[src/rtl/sllfe_pkg.sv]
// Package for the serial loader link front end: constants and carrier types.
package sllfe_pkg;
    localparam logic [7:0] SYNC_BYTE = 8'h55;
    localparam logic [7:0] ACK_BYTE = 8'hcc;
    localparam logic [7:0] NAK_BYTE = 8'h33;
    localparam int SYNC_EDGES = 9;
    localparam int UART_OVERSAMPLE = 16;
    localparam int SYSCLK_MHZ = 250;
    localparam int DIV_W = 16;
    localparam logic [DIV_W-1:0] DIV_RESET = 16'h0000;
    localparam logic [DIV_W-1:0] DIV_MIN = 16'h0010;
    localparam int SYNC_TIMEOUT_CYC = 65535;

    typedef enum logic [1:0] {
        SLLFE_PORT_NONE,
        SLLFE_PORT_ASYNC,
        SLLFE_PORT_SYNC
    } sllfe_port_t;

    typedef struct packed {
        logic valid;
        logic [7:0] data;
    } sllfe_byte_t;

    typedef struct packed {
        logic valid;
        logic good;
        logic [7:0] size;
    } sllfe_pkt_t;
endpackage

[src/rtl/sllfe_front_end.sv]
// Serial loader link front end: auto-baud async port, mode-3 sync slave, packet check and answer.
`timescale 1ns/1ps

//////////////////////////////////////////////////////////////////////////////
// Contract
// - Runs from the single crystal-derived clock; rates scale with it.
// - Both ports feed one shared packet checker and answer path.
// - Port locked until reset is the first to select (sync) or complete detection (async); other ignored.
// - Async characters: eight data bits, no parity, one stop bit.
// - Async divisor never below sixteen system clocks per bit.
// - Sync pulse train is timed and sets receive and transmit divisor.
// - After detection, one 0xcc byte is sent at the detected rate.
// - Sync port uses phase one, polarity one framing.
// - Host is master and clocks the sync port; no detection here.
// - Each packet answered with 0xcc if good, else 0x33.
// - First packet byte is total size including size and checksum.
// - Second byte equals eight-bit sum of data bytes only.
// - Leading zero bytes skipped; first non-zero starts a packet.
module sllfe_front_end #(
    parameter int SYNC_TIMEOUT = sllfe_pkg::SYNC_TIMEOUT_CYC
) (
    // Clock and reset
    input wire logic sys_clk,
    input wire logic srst,
    // Async port
    input wire logic async_rx,
    output logic async_tx,
    // Sync slave port
    input wire logic sync_clk,
    input wire logic sync_sel_n,
    input wire logic sync_mosi,
    output logic sync_miso,
    output logic sync_miso_oe,
    // Status
    output logic [1:0] port_locked,
    output logic baud_locked,
    output logic [15:0] baud_divisor,
    output logic [7:0] rx_byte,
    output logic rx_byte_valid,
    output logic [7:0] pkt_size,
    output logic pkt_done,
    output logic pkt_good
);
    // Idle timer is sixteen bits and saturates
    if (SYNC_TIMEOUT < 16 || SYNC_TIMEOUT > 65535) begin : bad_timeout_g
        $error("SYNC_TIMEOUT out of range");
    end

    ////////////////////////////////////////////////////////////////////////////
    // Pin synchronisers
    logic [1:0] rx_s_q, sck_s_q, sel_s_q, mosi_s_q;
    logic rxl_q, sckl_q;
    always_ff @(posedge sys_clk) begin
        if (srst) begin
            rx_s_q <= 2'h3;
            sck_s_q <= 2'h3;
            sel_s_q <= 2'h3;
            mosi_s_q <= 2'h0;
            rxl_q <= 1'b1;
            sckl_q <= 1'b1;
        end else begin
            rx_s_q <= {rx_s_q[0], async_rx};
            sck_s_q <= {sck_s_q[0], sync_clk};
            sel_s_q <= {sel_s_q[0], sync_sel_n};
            mosi_s_q <= {mosi_s_q[0], sync_mosi};
            rxl_q <= rx_s_q[1];
            sckl_q <= sck_s_q[1];
        end
    end
    wire rx = rx_s_q[1];
    wire rx_edge = rx ^ rxl_q;
    wire rx_fall = rxl_q && !rx;
    wire sel = !sel_s_q[1];
    wire sck_rise = sel && sck_s_q[1] && !sckl_q;
    wire sck_fall = sel && !sck_s_q[1] && sckl_q;

    ////////////////////////////////////////////////////////////////////////////
    // Port lock and auto-baud
    sllfe_pkg::sllfe_port_t port_q, port_d;
    logic [15:0] div_q, div_d, tmr_q, tmr_d, span_q, span_d;
    logic [3:0] edges_q, edges_d;
    logic locked_q, locked_d;
    logic ack_req;
    logic async_byte_v, sync_byte_v;
    logic [7:0] async_byte, sync_byte;
    // Pattern has ten falling edges; the last nine span sixteen bit times
    always_comb begin
        port_d = port_q;
        div_d = div_q;
        tmr_d = (tmr_q == 16'hffff) ? tmr_q : tmr_q + 16'h0001;
        span_d = (span_q == 16'hffff) ? span_q : span_q + 16'h0001;
        edges_d = edges_q;
        locked_d = locked_q;
        ack_req = 1'b0;
        if (port_q == sllfe_pkg::SLLFE_PORT_NONE && sel) begin
            port_d = sllfe_pkg::SLLFE_PORT_SYNC;
        end
        if (!locked_q && port_q != sllfe_pkg::SLLFE_PORT_SYNC) begin
            if (tmr_q >= 16'(SYNC_TIMEOUT)) begin
                edges_d = 4'h0;
            end
            if (rx_edge) begin
                tmr_d = 16'h0000;
            end
            if (rx_fall) begin
                if (edges_d == 4'(sllfe_pkg::SYNC_EDGES)) begin
                    edges_d = 4'h0;
                    // Lock on the last falling edge, so no later pattern edge looks like a start bit
                    if ({4'h0, span_q[15:4]} >= sllfe_pkg::DIV_MIN) begin
                        div_d = {4'h0, span_q[15:4]};
                        locked_d = 1'b1;
                        ack_req = 1'b1;
                        port_d = sllfe_pkg::SLLFE_PORT_ASYNC;
                    end
                end else begin
                    if (edges_d == 4'h1) span_d = 16'h0001;
                    edges_d = edges_d + 4'h1;
                end
            end
        end
    end
    always_ff @(posedge sys_clk) begin
        if (srst) begin
            port_q <= sllfe_pkg::SLLFE_PORT_NONE;
            div_q <= sllfe_pkg::DIV_RESET;
            tmr_q <= 16'h0000;
            edges_q <= 4'h0;
            locked_q <= 1'b0;
            span_q <= 16'h0000;
        end else begin
            port_q <= port_d;
            div_q <= div_d;
            tmr_q <= tmr_d;
            edges_q <= edges_d;
            locked_q <= locked_d;
            span_q <= span_d;
        end
    end

    ////////////////////////////////////////////////////////////////////////////
    // Async receiver and transmitter
    logic [15:0] rcnt_q, tcnt_q;
    logic [3:0] rbit_q, tbit_q;
    logic [7:0] rsh_q;
    logic rbusy_q, tbusy_q;
    logic [9:0] tsh_q;
    logic [7:0] tx_pend_q;
    logic tx_req_q;
    logic ans_v;
    logic [7:0] ans_b;
    always_ff @(posedge sys_clk) begin
        if (srst) begin
            rcnt_q <= 16'h0000;
            rbit_q <= 4'h0;
            rsh_q <= 8'h00;
            rbusy_q <= 1'b0;
            async_byte_v <= 1'b0;
            async_byte <= 8'h00;
            tcnt_q <= 16'h0000;
            tbit_q <= 4'h0;
            tsh_q <= 10'h3ff;
            tbusy_q <= 1'b0;
            tx_req_q <= 1'b0;
            tx_pend_q <= 8'h00;
        end else begin
            async_byte_v <= 1'b0;
            if (locked_q && port_q == sllfe_pkg::SLLFE_PORT_ASYNC) begin
                if (!rbusy_q) begin
                    if (rx_fall) begin
                        rbusy_q <= 1'b1;
                        rcnt_q <= {1'b0, div_q[15:1]};
                        rbit_q <= 4'h0;
                    end
                end else if (rcnt_q == 16'h0000) begin
                    rcnt_q <= div_q - 16'h0001;
                    rbit_q <= rbit_q + 4'h1;
                    if (rbit_q == 4'h0 && rx) begin
                        rbusy_q <= 1'b0;
                    end else if (rbit_q >= 4'h1 && rbit_q <= 4'h8) begin
                        rsh_q <= {rx, rsh_q[7:1]};
                    end else if (rbit_q == 4'h9) begin
                        rbusy_q <= 1'b0;
                        async_byte_v <= rx;
                        async_byte <= rsh_q;
                    end
                end else begin
                    rcnt_q <= rcnt_q - 16'h0001;
                end
            end
            if (!tbusy_q && tx_req_q && locked_q) begin
                tbusy_q <= 1'b1;
                tx_req_q <= 1'b0;
                tsh_q <= {1'b1, tx_pend_q, 1'b0};
                tbit_q <= 4'h0;
                tcnt_q <= div_q - 16'h0001;
            end else if (tbusy_q) begin
                if (tcnt_q == 16'h0000) begin
                    tcnt_q <= div_q - 16'h0001;
                    tsh_q <= {1'b1, tsh_q[9:1]};
                    tbit_q <= tbit_q + 4'h1;
                    if (tbit_q == 4'h9) tbusy_q <= 1'b0;
                end else begin
                    tcnt_q <= tcnt_q - 16'h0001;
                end
            end
            // A new request outranks the hand-off in the same cycle
            if (ack_req || (ans_v && port_q == sllfe_pkg::SLLFE_PORT_ASYNC)) begin
                tx_req_q <= 1'b1;
                tx_pend_q <= ack_req ? sllfe_pkg::ACK_BYTE : ans_b;
            end
        end
    end

    ////////////////////////////////////////////////////////////////////////////
    // Sync slave, mode three: drive on falling, sample on rising
    logic [7:0] ssh_q, sout_q, snext_q;
    logic [2:0] scnt_q;
    logic miso_q;
    always_ff @(posedge sys_clk) begin
        if (srst) begin
            ssh_q <= 8'h00;
            sout_q <= 8'h00;
            snext_q <= 8'h00;
            scnt_q <= 3'h0;
            miso_q <= 1'b0;
            sync_byte_v <= 1'b0;
            sync_byte <= 8'h00;
        end else begin
            sync_byte_v <= 1'b0;
            if (!sel || port_q == sllfe_pkg::SLLFE_PORT_ASYNC) begin
                scnt_q <= 3'h0;
            end else begin
                if (sck_fall) begin
                    if (scnt_q == 3'h0) begin
                        miso_q <= snext_q[7];
                        sout_q <= {snext_q[6:0], 1'b0};
                        snext_q <= 8'h00; // Zero padding after the answer
                    end else begin
                        miso_q <= sout_q[7];
                        sout_q <= {sout_q[6:0], 1'b0};
                    end
                end
                if (sck_rise) begin
                    ssh_q <= {ssh_q[6:0], mosi_s_q[1]};
                    scnt_q <= scnt_q + 3'h1;
                    if (scnt_q == 3'h7) begin
                        sync_byte_v <= 1'b1;
                        sync_byte <= {ssh_q[6:0], mosi_s_q[1]};
                    end
                end
            end
            // Loaded answer wins over the padding clear
            if (ans_v && port_q == sllfe_pkg::SLLFE_PORT_SYNC) snext_q <= ans_b;
        end
    end

    ////////////////////////////////////////////////////////////////////////////
    // Shared packet checker
    typedef enum logic [1:0] {PK_IDLE, PK_SUM, PK_DATA} sllfe_pk_t;
    sllfe_pk_t pk_q, pk_d;
    logic [7:0] size_q, size_d, sum_q, sum_d, ck_q, ck_d, left_q, left_d;
    sllfe_pkg::sllfe_byte_t in_b;
    sllfe_pkg::sllfe_pkt_t res;
    always_comb begin
        in_b.valid = (port_q == sllfe_pkg::SLLFE_PORT_SYNC) ? sync_byte_v : async_byte_v;
        in_b.data = (port_q == sllfe_pkg::SLLFE_PORT_SYNC) ? sync_byte : async_byte;
        pk_d = pk_q;
        size_d = size_q;
        sum_d = sum_q;
        ck_d = ck_q;
        left_d = left_q;
        res = '0;
        if (in_b.valid) begin
            unique case (pk_q)
                PK_IDLE: begin
                    if (in_b.data != 8'h00) begin
                        size_d = in_b.data;
                        left_d = in_b.data - 8'h02;
                        sum_d = 8'h00;
                        pk_d = PK_SUM;
                        if (in_b.data < 8'h02) begin
                            pk_d = PK_IDLE;
                            res = '{valid: 1'b1, good: 1'b0, size: in_b.data};
                        end
                    end
                end
                PK_SUM: begin
                    ck_d = in_b.data;
                    pk_d = PK_DATA;
                    if (left_q == 8'h00) begin
                        pk_d = PK_IDLE;
                        res = '{valid: 1'b1, good: (in_b.data == 8'h00), size: size_q};
                    end
                end
                PK_DATA: begin
                    sum_d = sum_q + in_b.data;
                    left_d = left_q - 8'h01;
                    if (left_q == 8'h01) begin
                        pk_d = PK_IDLE;
                        res = '{valid: 1'b1, good: (sum_q + in_b.data == ck_q), size: size_q};
                    end
                end
            endcase
        end
        ans_v = res.valid;
        ans_b = res.good ? sllfe_pkg::ACK_BYTE : sllfe_pkg::NAK_BYTE;
    end
    always_ff @(posedge sys_clk) begin
        if (srst) begin
            pk_q <= PK_IDLE;
            size_q <= 8'h00;
            sum_q <= 8'h00;
            ck_q <= 8'h00;
            left_q <= 8'h00;
            pkt_done <= 1'b0;
            pkt_good <= 1'b0;
            pkt_size <= 8'h00;
            rx_byte <= 8'h00;
            rx_byte_valid <= 1'b0;
        end else begin
            pk_q <= pk_d;
            size_q <= size_d;
            sum_q <= sum_d;
            ck_q <= ck_d;
            left_q <= left_d;
            pkt_done <= res.valid;
            if (res.valid) pkt_good <= res.good;
            if (res.valid) pkt_size <= res.size;
            rx_byte_valid <= in_b.valid;
            if (in_b.valid) rx_byte <= in_b.data;
        end
    end

    always_ff @(posedge sys_clk) begin
        if (srst) begin
            async_tx <= 1'b1;
            sync_miso <= 1'b0;
            sync_miso_oe <= 1'b0;
            port_locked <= 2'h0;
            baud_locked <= 1'b0;
            baud_divisor <= sllfe_pkg::DIV_RESET;
        end else begin
            async_tx <= tbusy_q ? tsh_q[0] : 1'b1;
            sync_miso <= miso_q;
            sync_miso_oe <= sel && port_q == sllfe_pkg::SLLFE_PORT_SYNC;
            port_locked <= port_q;
            baud_locked <= locked_q;
            baud_divisor <= div_q;
        end
    end

    ////////////////////////////////////////////////////////////////////////////
    // Checks
    port_hold_a: assert property (@(posedge sys_clk) disable iff (srst)
        port_q != sllfe_pkg::SLLFE_PORT_NONE |=> port_q == $past(port_q)) else $error("port changed");
    div_floor_a: assert property (@(posedge sys_clk) disable iff (srst)
        $rose(locked_q) |-> div_q >= sllfe_pkg::DIV_MIN) else $error("divisor too small");
    tx_silent_a: assert property (@(posedge sys_clk) disable iff (srst)
        !locked_q |=> async_tx) else $error("tx before lock");
    ack_queue_a: assert property (@(posedge sys_clk) disable iff (srst)
        ack_req |=> tx_req_q && tx_pend_q == sllfe_pkg::ACK_BYTE) else $error("no ack");
    answer_code_a: assert property (@(posedge sys_clk) disable iff (srst)
        ans_v && port_q == sllfe_pkg::SLLFE_PORT_ASYNC |=> tx_req_q && tx_pend_q == $past(ans_b))
        else $error("answer not queued");
    zero_skip_a: assert property (@(posedge sys_clk) disable iff (srst)
        pk_q == PK_IDLE && in_b.valid && in_b.data == 8'h00 |=> pk_q == PK_IDLE) else $error("zero started");
endmodule

[config.mk]
export PLATFORM = sky130hd
export DESIGN_NAME = sllfe_front_end
export DESIGN_NICKNAME = d
export VERILOG_FILES = /design/src/rtl/sllfe_pkg.sv /design/src/rtl/sllfe_front_end.sv
export SDC_FILE = /design/constraint.sdc
export NUM_CORES = 1
export LEC_CHECK = 0
export BUFFER_PORTS_ARGS = -buffer_cell sky130_fd_sc_hd__buf_2
export CORE_AREA = 3 3 148 150
export DETAILED_ROUTE_END_ITERATION = 10
export DIE_AREA = 0 0 151 153
export MAX_ROUTING_LAYER = met4
export PLACE_DENSITY = 0.71
export SLEW_MARGIN = 30
export SYNTH_ARGS = -nofsm -noshare
export SYNTH_HDL_FRONTEND = slang
export SYNTH_SLANG_ARGS = --single-unit
[constraint.sdc]
create_clock -name sys_clk -period 10.05 [get_ports sys_clk]
set_input_delay 0.5025 -clock sys_clk [delete_from_list [all_inputs] [get_ports sys_clk]]
set_output_delay 0.5025 -clock sys_clk [all_outputs]
set_load 0.01 [all_outputs]
## Yosys cells after proc, flatten, opt, wreduce, memory -nomap -nowiden

Cells that the tools add are included.

| storage, ports and cells | value |
|---|---|
| register bits after elaboration | 245 |
| output and inout bits | 41 |
| logic and storage cells | 222 |

| cells by class | value |
|---|---|
| add/subtract/negate cells | 12 |
| magnitude comparators | 5 |
| equality and inequality tests | 18 |
| multiplexer cells | 71 |
| bitwise operators | 10 |
| reductions and logical operators | 59 |

Operator list:

| kind | count |
|---|---|
| 16-bit 2-to-1 mux | 14 |
| 8-bit 2-to-1 mux | 10 |
| 10-bit 2-to-1 mux | 5 |
| 16-bit by 1-bit adder with 16-bit output (second input constant) | 2 |
| 16-bit equality test (second input constant) | 2 |
| 16-bit logical NOT | 2 |
| 8-bit case mux with 2 select lines | 2 |
| 16-bit by 1-bit subtractor with 16-bit output (second input constant) | 2 |
| 10-bit case mux with 3 select lines | 1 |
| 4-bit 2-to-1 mux | 7 |
| 9-bit 2-to-1 mux | 3 |
| 1-bit 2-to-1 mux | 20 |
| 3-bit AND reduction | 6 |
| 16-bit >= comparator (second input constant) | 1 |
| 8-bit logical NOT | 2 |
| 2-bit 2-to-1 mux | 8 |
| 1-bit logical AND | 15 |
| 2-bit nonzero test | 7 |
| 12-bit by 1-bit subtractor with 13-bit output (second input constant) | 1 |
| 4-bit by 1-bit adder with 4-bit output (second input constant) | 3 |
| 4-bit equality test (second input constant) | 3 |
| 12-bit by 5-bit >= comparator with 1-bit output (second input constant) | 1 |
| 2-bit AND reduction | 6 |
| 1-bit NOT | 9 |
| 29 further kinds | 43 |

## Longest topological paths before layout

Gate-level depths: netlist of run 1.

| depth | value |
|---|---|
| depth after elaboration | 10 |
| gate-level depth with buffers | 13 |
| mapped depth without buffers | 11 |

## Worst setup path before layout of run 1

No wires, ideal clock.

| timing path | value |
|---|---|
| path type | register to register |
| start | register port_q[0] |
| end | register tx_pend_q[5] |
| library setup time | 0.132 ns |
| arrival time | 3.303 ns |
| required time | 9.918 ns |
| path slack | 6.615 ns |
| stages on the path, launching flop included | 14 |
| buffers on the path | 2 |
| period minus slack after synthesis | 3.435 ns |
| path through | dfxtp_1 nand2b_1 buf_6 mux2i_1 buf_2 inv_1 ha_1 fa_1 xor2_1 xor2_1 or3_1 or4_1 nor4_1 nor4b_2 |

RTL lines:

| item | line | source |
|---|---|---|
| start, declared | sllfe_front_end.sv:79 | `sllfe_pkg::sllfe_port_t port_q, port_d;` |
| start signal, assigned | sllfe_front_end.sv:124 | `port_q <= sllfe_pkg::SLLFE_PORT_NONE;` |
| start signal, assigned | sllfe_front_end.sv:131 | `port_q <= port_d;` |
| end signal, assigned | sllfe_front_end.sv:209 | `tx_pend_q <= ack_req ? sllfe_pkg::ACK_BYTE : ans_b;` |
| end, declared | sllfe_front_end.sv:147 | `logic [7:0] tx_pend_q;` |

==> impl_metrics.json, run 1 <==
{
  "die_x_um": 151,
  "worstReg2RegStart": "port_q[0]",
  "async_reset_ff_share_pct": 0,
  "whs_ns": 0.164,
  "setup_total_negative_slack_ns": 0,
  "synth_cells": 1319,
  "clock_sinks": 232,
  "status": "completed",
  "mean_instance_size_in_the_synthesized_netlist_um2": 8.48,
  "setup_viols_final": 0,
  "dpl_worst_slack_ns": 5.95,
  "gr-total-overflow": 0,
  "fp.coreArea_um2": 20800,
  "hold_path_startpoint": "sync_clk",
  "synthFlopType": "dfxtp_1",
  "p_leak_nw": 4.93,
  "cap_viol_max_count": 0,
  "synth_cell_types": 81,
  "grt_max_degree": 107,
  "floorplan.initialDensity_pct": 53.7,
  "reg2reg_slack_ns": 5.90,
  "crit_path_max_incr_delay_ns": 0.76,
  "timing.critical_path.arrival_ns": 4.51,
  "drtIter0Drc": 639,
  "hold_buffers": 0,
  "floorplan.rows": 53,
  "achievable-frequency_mhz": 241,
  "reg2reg_to": "tx_pend_q[6]",
  "die-area_um2": 23100,
  "power.ir.vdd_worst_mv": 0.149,
  "critical_path.cell_chain": "nand2b_1 -> mux2i_1 -> inv_1 -> ha_1 -> o211a_1 -> a221oi_1 -> a21o_1 -> xnor2_1 -> a41oi_1 -> a31oi_1",
  "detailedRoute.firstPassIterationCount": 6,
  "max_slew_margin_pct": 36.3,
  "nets": 1365,
  "wl_per_cell_um": 16.2,
  "tritoncts": "yes",
  "post-cts-setup-buffers": 0,
  "clock_tree.root_cell": "clkbuf_16",
  "critical_path.endpoint_type": "register",
  "gpl.final_weighted_congestion": 0.905,
  "maximum_count_of_clock_buffers_along_a_single_path": 3,
  "holdPathEnd": "sck_s_q[0]",
  "worstHoldPathType": "primary input to register",
  "grt_first_pass_wirelength_mm": 43.6,
  "chipHeight_um": 153,
  "layout_min_cycle_time_ns": 4.15,
  "clk_pin_slew_ns": 0.06,
  "cp-start-kind": "register",
  "cellPowerDensity_nw_per_um2": 152,
  "layout-drive-gt1-share_pct": 9.98,
  "antenna_diode_instance_count": 0,
  "vias": 9326,
  "yosysWarnings": 0,
  "worst_skew_late_latency_ns": 0.52,
  "boundaryPins": 47,
  "postRouteWirelength_mm": 26.2,
  "cts_max_level": 1,
  "cts.repair.resized": 0,
  "fin_worst_skew_ns": 0.0125,
  "worst-setup-path-type": "register to register",
  "track_usage_pct": 23.1,
  "worstRegToRegCells": 10,
  "report.final.hold_viol_count": 0,
  "grt_antenna_before_repair": 0,
  "timing.hold.worst_path_depth": 2,
  "critPathRequiredTime_ns": 10.41,
  "synth_seq_cells": 232,
  "slowest_stage": "nand2b_1",
  "cp_max_fo": 17,
  "count_of_flip_flops_with_a_built_in_enable_after_synthesis": 0,
  "place.port_buffers": 42,
  "final.period_utilization_pct": 41.3,
  "fill_cells": 1854,
  "hpwl_mm": 17.9,
  "tightest_slew_ns": 0.955,
  "worst_slack_ns": 5.90,
  "tritoncts.num_buffers": 25,
  "area_of_the_mapped_netlist_um2": 11200,
  "slew_violations": 0,
  "drc": 0,
  "vias_per_cell": 5.76,
  "power.total_mw": 1.88,
  "area_delta_synth_final_pct": 10.4,
  "antenna_violating_nets_post_route": 0,
  "synth.yosys.seq_area_share_pct": 41.5,
  "grt_setup_unrepaired": "no",
  "number_of_global_route_vias_before_repair": 8542
}
## metrics by stage
| stage | utilization, % | cell area, um2 | instances |
|---|---|---|---|
| 6_report | 59.3 | 12300 | 1618 |
| 5_1_grt | 59.3 | 12300 | 1618 |
| 4_1_cts | 59.2 | 12300 | 1618 |
| 3_5_place_dp | 55.3 | 11500 | 1576 |
| 3_3_place_gp | 55.2 | 11500 | 1576 |
| 2_1_floorplan | - | 11200 | 1322 |
## power breakdown
part,total (mW),switching [mW],leakage [nW],internal [mW]
Sequential,0.928,0.00356,1.87,0.924
Combinational,0.0321,0.0238,2.66,0.00824
Clock,0.920,0.364,0.403,0.556
## how the worst max path moves through the flow
stage,startpoint,end,cells after the start,slack [ns]
6_report,port_q[0],tx_pend_q[6],10,5.90
5_1_grt,port_q[0],tx_pend_q[5],12,5.60
4_1_cts,port_q[0],tx_pend_q[5],12,5.92
3_5_place_dp,port_q[0],tx_pend_q[5],12,5.95
3_3_place_gp,port_q[0],tx_pend_q[5],12,6.03
2_1_floorplan,port_q[0],tx_pend_q[5],13,6.62
## worst max-delay path: cells and delay by family, from the launching register on
family,cells,cell delay (ns)
fa+ha+maj,1,0.36
simple gates,1,0.76
mux,1,0.57
buf+inv,1,0.14
flops,1,0.44
xor+xnor,1,0.09
compound gates,5,1.64
## layout by cell type (no fill, tap or decap), types with 22 or more instances in the layout
master     instances
nor2_1           184
a211oi_1          45
dfxtp_1          232
nand3_1           56
buf_2             41
mux2i_1           55
xor2_1            22
ha_1              30
nand2_1          109
nand4_1           22
xnor2_1           32
nor3_1            40
o21ai_0           63
a21oi_1           88
clkbuf_16         25
inv_1             47
## kinds of logic after synthesis
logic type / count (synthesis) / synth area share, %
other: 1 / 0.0335
AND/OR/NAND/NOR: 534 / 23.4
XOR/XNOR: 58 / 5.06
adder cells (fa/ha/maj): 31 / 3.54
buffers and inverters: 118 / 4.42
flip-flops: 232 / 41.5
multiplexers: 59 / 5.47
AO/OA/AOI/OAI: 286 / 16.6
## cell type report
type,instances,area [um2],area share (%)
inverter,49,184,1.49
clock buffer,36,737,5.97
tap,275,344,2.79
multi-input combinational,972,6080,49.3
timing repair buffer,48,262,2.12
sequential,232,4640,37.6
clock inverter,6,86.3,0.700
## sequential cells by signal, summed over array words and instances, names as in the netlist, 3 cells and up
signal,count
edges_q,4
tcnt_q,16
sum_q,8
span_q,16
sync_byte,8
scnt_q,3
ssh_q,7
left_q,8
tmr_q,16
sout_q,7
rsh_q,8
rcnt_q,16
rbit_q,4
size_q,8
async_byte,8
tsh_q,9
ck_q,8
rx_byte,8
tbit_q,4
div_q,12
baud_divisor,12
pkt_size,8
## Yosys cell counts (5+ instances only)
library cell  number  area share (%)
dfxtp_1          232              42
clkbuf_1          48             1.6
buf_2             11            0.49
a21oi_1           89             4.0
a31o_2             5            0.39
nor4_1            13            0.73
a22oi_1            5            0.34
a21o_1             7            0.47
buf_4              6            0.40
ha_1              30             3.4
nand3_1           56             2.5
mux2i_1           55             4.9
or4_1              5            0.34
xnor2_1           32             2.5
o21ai_0           63             2.8
inv_1             47             1.6
a221oi_1          10            0.78
nand3b_1           5            0.34
nand2b_1          14            0.78
and3_1             5            0.28
nor3_1            41             1.8
nand4_1           22             1.2
nor2b_1           20             1.1
xor2_1            22             1.7
nor3b_1            7            0.47
nor2_1           184             6.2
or2_2             16            0.90
a31oi_1           10            0.56
nand2_1          109             3.7
or3_1             13            0.73
and2_1             5            0.28
a211oi_1          45             3.0
## per-layer routing
layer | GRT usage, % | share of wire, %
met1 | 32.2 | 46
met2 | 35.6 | 47
met3 | 3.38 | 5.1
met4 | 5.27 | 2.0
met5 | - | 0
No activity file was read; power rests on OpenSTA's default activity.
==> run 2, diff against run 1 <==
Clock period 10.05 ns to 4.01 ns, I/O delays scaled along.
==> impl_metrics.json, run 2 (synthesis results as in run 1) <==
{
  "multi_input_area_um2": 6060,
  "cell_count_post_placement": 1591,
  "boundaryPins": 47,
  "fin_worst_skew_ns": 0.0123,
  "slowest_stage": "a221oi_1",
  "worstHoldPathType": "primary input to register",
  "worst_slack_ns": 0.505,
  "drtIter0Drc": 681,
  "cts.repair.resized": 0,
  "grt_max_degree": 78,
  "dpl-instance-area_um2": 11600,
  "gr-total-overflow": 0,
  "gpl.final_weighted_congestion": 0.932,
  "die-area_um2": 23100,
  "nets": 1385,
  "achievable-frequency_mhz": 285,
  "area_delta_synth_final_pct": 12.2,
  "power.ir.vdd_worst_mv": 0.310,
  "critPathRequiredTime_ns": 4.38,
  "worst_skew_late_latency_ns": 0.53,
  "drc": 0,
  "cp_max_fo": 16,
  "final_cell_mix": "dfxtp_1, nor2_1, nand2_1",
  "number_of_global_route_vias_before_repair": 8620,
  "vias": 9474,
  "setup_viols_final": 0,
  "setup_total_negative_slack_ns": 0,
  "max_slew_margin_pct": 36.8,
  "chipHeight_um": 153,
  "die_x_um": 151,
  "cp-start-kind": "register",
  "track_usage_pct": 23.6,
  "antenna_violating_nets_post_route": 0,
  "layout.cells.most_common": "dfxtp_1",
  "clock_tree.root_cell": "clkbuf_16",
  "report.final.hold_viol_count": 0,
  "final.period_utilization_pct": 87.4,
  "worst-setup-path-type": "register to register",
  "hpwl_mm": 18.7,
  "tritoncts.num_buffers": 26,
  "grt_setup_unrepaired": "no",
  "crit_path_max_incr_delay_ns": 0.52,
  "cts_max_level": 1,
  "register_area_um2": 4640,
  "wl_per_cell_um": 16.4,
  "post-cts-setup-buffers": 0,
  "clk_pin_slew_ns": 0.07,
  "cellPowerDensity_nw_per_um2": 386,
  "grt_antenna_before_repair": 1,
  "finalNonFillerCells": 1644,
  "fill_cells": 1859,
  "maximum_count_of_clock_buffers_along_a_single_path": 3,
  "floorplan.initialDensity_pct": 53.7,
  "tightest_slew_ns": 0.948,
  "status": "completed",
  "tritoncts": "yes",
  "postLayoutCellArea_um2": 12500,
  "postRouteWirelength_mm": 27.0,
  "power.total_mw": 4.84,
  "layout-drive-gt1-share_pct": 11.1,
  "cap_viol_max_count": 0,
  "clock_sinks": 232,
  "vias_per_cell": 5.76,
  "critical_path.endpoint_type": "register",
  "grt_first_pass_wirelength_mm": 44.0,
  "layout_min_cycle_time_ns": 3.51,
  "detailedRoute.firstPassIterationCount": 5,
  "floorplan.rows": 53,
  "critical_path.cell_chain": "nand2b_1 -> buf_4 -> mux2i_4 -> inv_2 -> ha_1 -> a211o_1 -> a221oi_1 -> a21o_1 -> xnor2_1 -> a41oi_1 -> a31oi_1",
  "fp.coreArea_um2": 20800,
  "slew_violations": 0,
  "dpl_worst_slack_ns": 0.491,
  "timing.critical_path.arrival_ns": 3.87,
  "place.port_buffers": 42,
  "hold_buffers": 4,
  "p_leak_nw": 5.04
}
run 2: cell count changes in the layout (fill, tap and decap cells not counted), sizes merged:
cell / delta
buf: +15
clkbuf: +3
clkinv: +2
clkinvlp: +1
diode: +1
dlygate4sd3: +4
run 2: where the power goes:
part,internal (mW),switching [mW],total [mW]
combinational,0.0249,0.0611,0.0861
clock,1.49,0.942,2.43
sequential,2.32,0.00904,2.33
total,3.83,1.01,4.84
run 2: critical path: cells and delay by family, from the launching register on:
family                     cells  cell delay (ns)
AOI/OAI and AO/OA              5             1.65
and+or+nand+nor                1             0.18
muxes                          1             0.29
adders and majority gates      1             0.29
xor gates and xnor gates       1             0.09
buffers and inverters          2             0.38
DFF                            1             0.45
run 2: final cells by class:
class,instances,share of cell area (%)
clock buffers,39,6.30
diodes,1,0.0199
clock inverters,9,0.828
inverters,49,1.47
repair buffers,67,3.30
flip-flops and latches,232,37.0
multi-input cells,972,48.3
well taps,275,2.74
run 2: per-layer routing:
metal	wire length [um]	track usage [%]
met4	811	6.43
met5	0	-
met3	1160	3.26
met1	12500	32.2
met2	12500	36.8
run 2: worst paths after layout:
kind                                  from              end  slack [ns]  cells after the start
worst max-delay path             port_q[0]     tx_pend_q[6]        0.50                     11
worst min-delay path                  srst  baud_divisor[0]        0.03                      2
worst max register to register   port_q[0]     tx_pend_q[6]        0.50                     11
worst min register to register  sel_s_q[0]       sel_s_q[1]        0.41                      1
run 2: stage by stage:
stage / hold WS [ns] / util, %
6_report: 0.0328 / 60.3
5_1_grt: 0.0401 / 60.3
4_1_cts: 0.0151 / 60.2
3_5_place_dp: 0.388 / 55.7
3_3_place_gp: 0.386 / 55.7
2_1_floorplan: 0.304 / -
==> run 3, diff against run 2 <==
Settings changed: PLACE_DENSITY 0.71 to 0.73.
==> impl_metrics.json, run 3 (synthesis results as in run 1) <==
{
  "gr-total-overflow": 0,
  "die_x_um": 151,
  "grt_max_degree": 78,
  "cellPowerDensity_nw_per_um2": 369,
  "maximum_count_of_clock_buffers_along_a_single_path": 3,
  "power.ir.vdd_worst_mv": 0.300,
  "timing.critical_path.arrival_ns": 3.92,
  "drc": 0,
  "worst-setup-path-type": "register to register",
  "clock_tree.root_cell": "clkbuf_16",
  "p_leak_nw": 4.99,
  "track_usage_pct": 23.4,
  "post-cts-setup-buffers": 0,
  "hpwl_mm": 18.3,
  "cp-start-kind": "register",
  "fin_worst_skew_ns": 0.0103,
  "postRouteWirelength_mm": 26.7,
  "clk_pin_slew_ns": 0.06,
  "detailedRoute.firstPassIterationCount": 6,
  "max_slew_margin_pct": 35.3,
  "drtIter0Drc": 838,
  "grt_first_pass_wirelength_mm": 44.1,
  "cp_max_fo": 9,
  "floorplan.initialDensity_pct": 53.7,
  "grt_setup_unrepaired": "no",
  "achievable-frequency_mhz": 280,
  "vias": 9489,
  "tightest_slew_ns": 0.970,
  "critPathRequiredTime_ns": 4.35,
  "vias_per_cell": 5.79,
  "cap_viol_max_count": 0,
  "nets": 1384,
  "dpl_worst_slack_ns": 0.457,
  "place.port_buffers": 42,
  "layout.cells.most_common": "dfxtp_1",
  "setup_total_negative_slack_ns": 0,
  "final_cell_mix": "dfxtp_1, nor2_1, nand2_1",
  "fp.coreArea_um2": 20800,
  "dpl-instance-area_um2": 11600,
  "layout-drive-gt1-share_pct": 11.0,
  "antenna_violating_nets_post_route": 0,
  "wl_per_cell_um": 16.3,
  "boundaryPins": 47,
  "setup_viols_final": 0,
  "report.final.hold_viol_count": 0,
  "worstHoldPathType": "primary input to register",
  "critical_path.endpoint_type": "register",
  "final.period_utilization_pct": 89.1,
  "gpl.final_weighted_congestion": 0.904,
  "die-area_um2": 23100,
  "reg2reg_slack_ns": 0.44,
  "tritoncts.num_buffers": 25,
  "floorplan.rows": 53,
  "clock_sinks": 232,
  "layout_min_cycle_time_ns": 3.57,
  "worst_skew_late_latency_ns": 0.51,
  "number_of_global_route_vias_before_repair": 8911,
  "tritoncts": "yes",
  "slew_violations": 0,
  "worst_slack_ns": 0.439,
  "chipHeight_um": 153,
  "status": "completed",
  "cts_max_level": 1,
  "postLayoutCellArea_um2": 12400,
  "area_delta_synth_final_pct": 11.1,
  "grt_antenna_before_repair": 1
}
[run 3: cell types whose count changed in the layout (fill, tap and decap cells not counted), moves of 2 or more]
| cell | before | now |
|---|---|---|
| clkbuf_1 | 5 | 1 |
| clkinv_2 | 4 | 6 |
| inv_6 | 0 | 3 |
| bufinv_16 | 2 | 0 |
| clkbuf_8 | 7 | 5 |
| clkbuf_16 | 27 | 25 |
[run 3: critical path, cell delays in order (launching register included)]
cell,delay [ns]
dfxtp_1,0.46
nand2b_1,0.20
buf_4,0.22
mux2i_1,0.22
buf_4,0.20
inv_1,0.06
ha_1,0.36
o211a_1,0.15
a221oi_1,0.56
a21o_1,0.29
xnor2_1,0.10
a41oi_1,0.44
a31oi_1,0.15
[run 3: worst paths after layout]
kind / startpoint / endpoint / depth (start not counted)
hold reg to reg: sck_s_q[0] / sck_s_q[1] / 1
setup reg to reg: port_q[0] / tx_pend_q[6] / 12
setup / recovery: port_q[0] / tx_pend_q[6] / 12
hold / removal: srst / baud_divisor[0] / 2
[run 3: cell type report]
class	count	area, um2
inverter	49	184
clock inverter	12	78.8
clock buffer	31	698
sequential	232	4640
timing repair buffer	67	414
multi-input combinational	972	6060
antenna	1	2.50
fill	1824	8400
tap	275	344
[run 3: what timing repair did]
action	in CTS	in global routing
gates resized for setup	0	0
hold buffers	4	0
hold endpoints to repair	4	0
[run 3: through the flow]
stage	util, %	total power [mW]	hold WS [ns]	instances
floorplan	-	2.44	0.304	1322
global placement	55.7	2.46	0.383	1591
detailed placement	55.7	2.46	0.385	1591
CTS	59.6	4.63	0.117	1638
global route	59.7	4.73	0.131	1639
finish	59.7	4.59	0.133	1639
[run 3: layer usage]
layer	part of all wire [%]	routed length (um)	track usage [%]
met2	46	12100	36.9
met1	46	12300	31.4
met5	0	0	-
met3	5.7	1520	3.79
met4	2.5	676	6.13
[run 3: power breakdown]
group          switching, mW  total (mW)  internal, mW
combinational         0.0613      0.0861        0.0248
clock                  0.939        2.18          1.24
sequential           0.00920        2.33          2.32
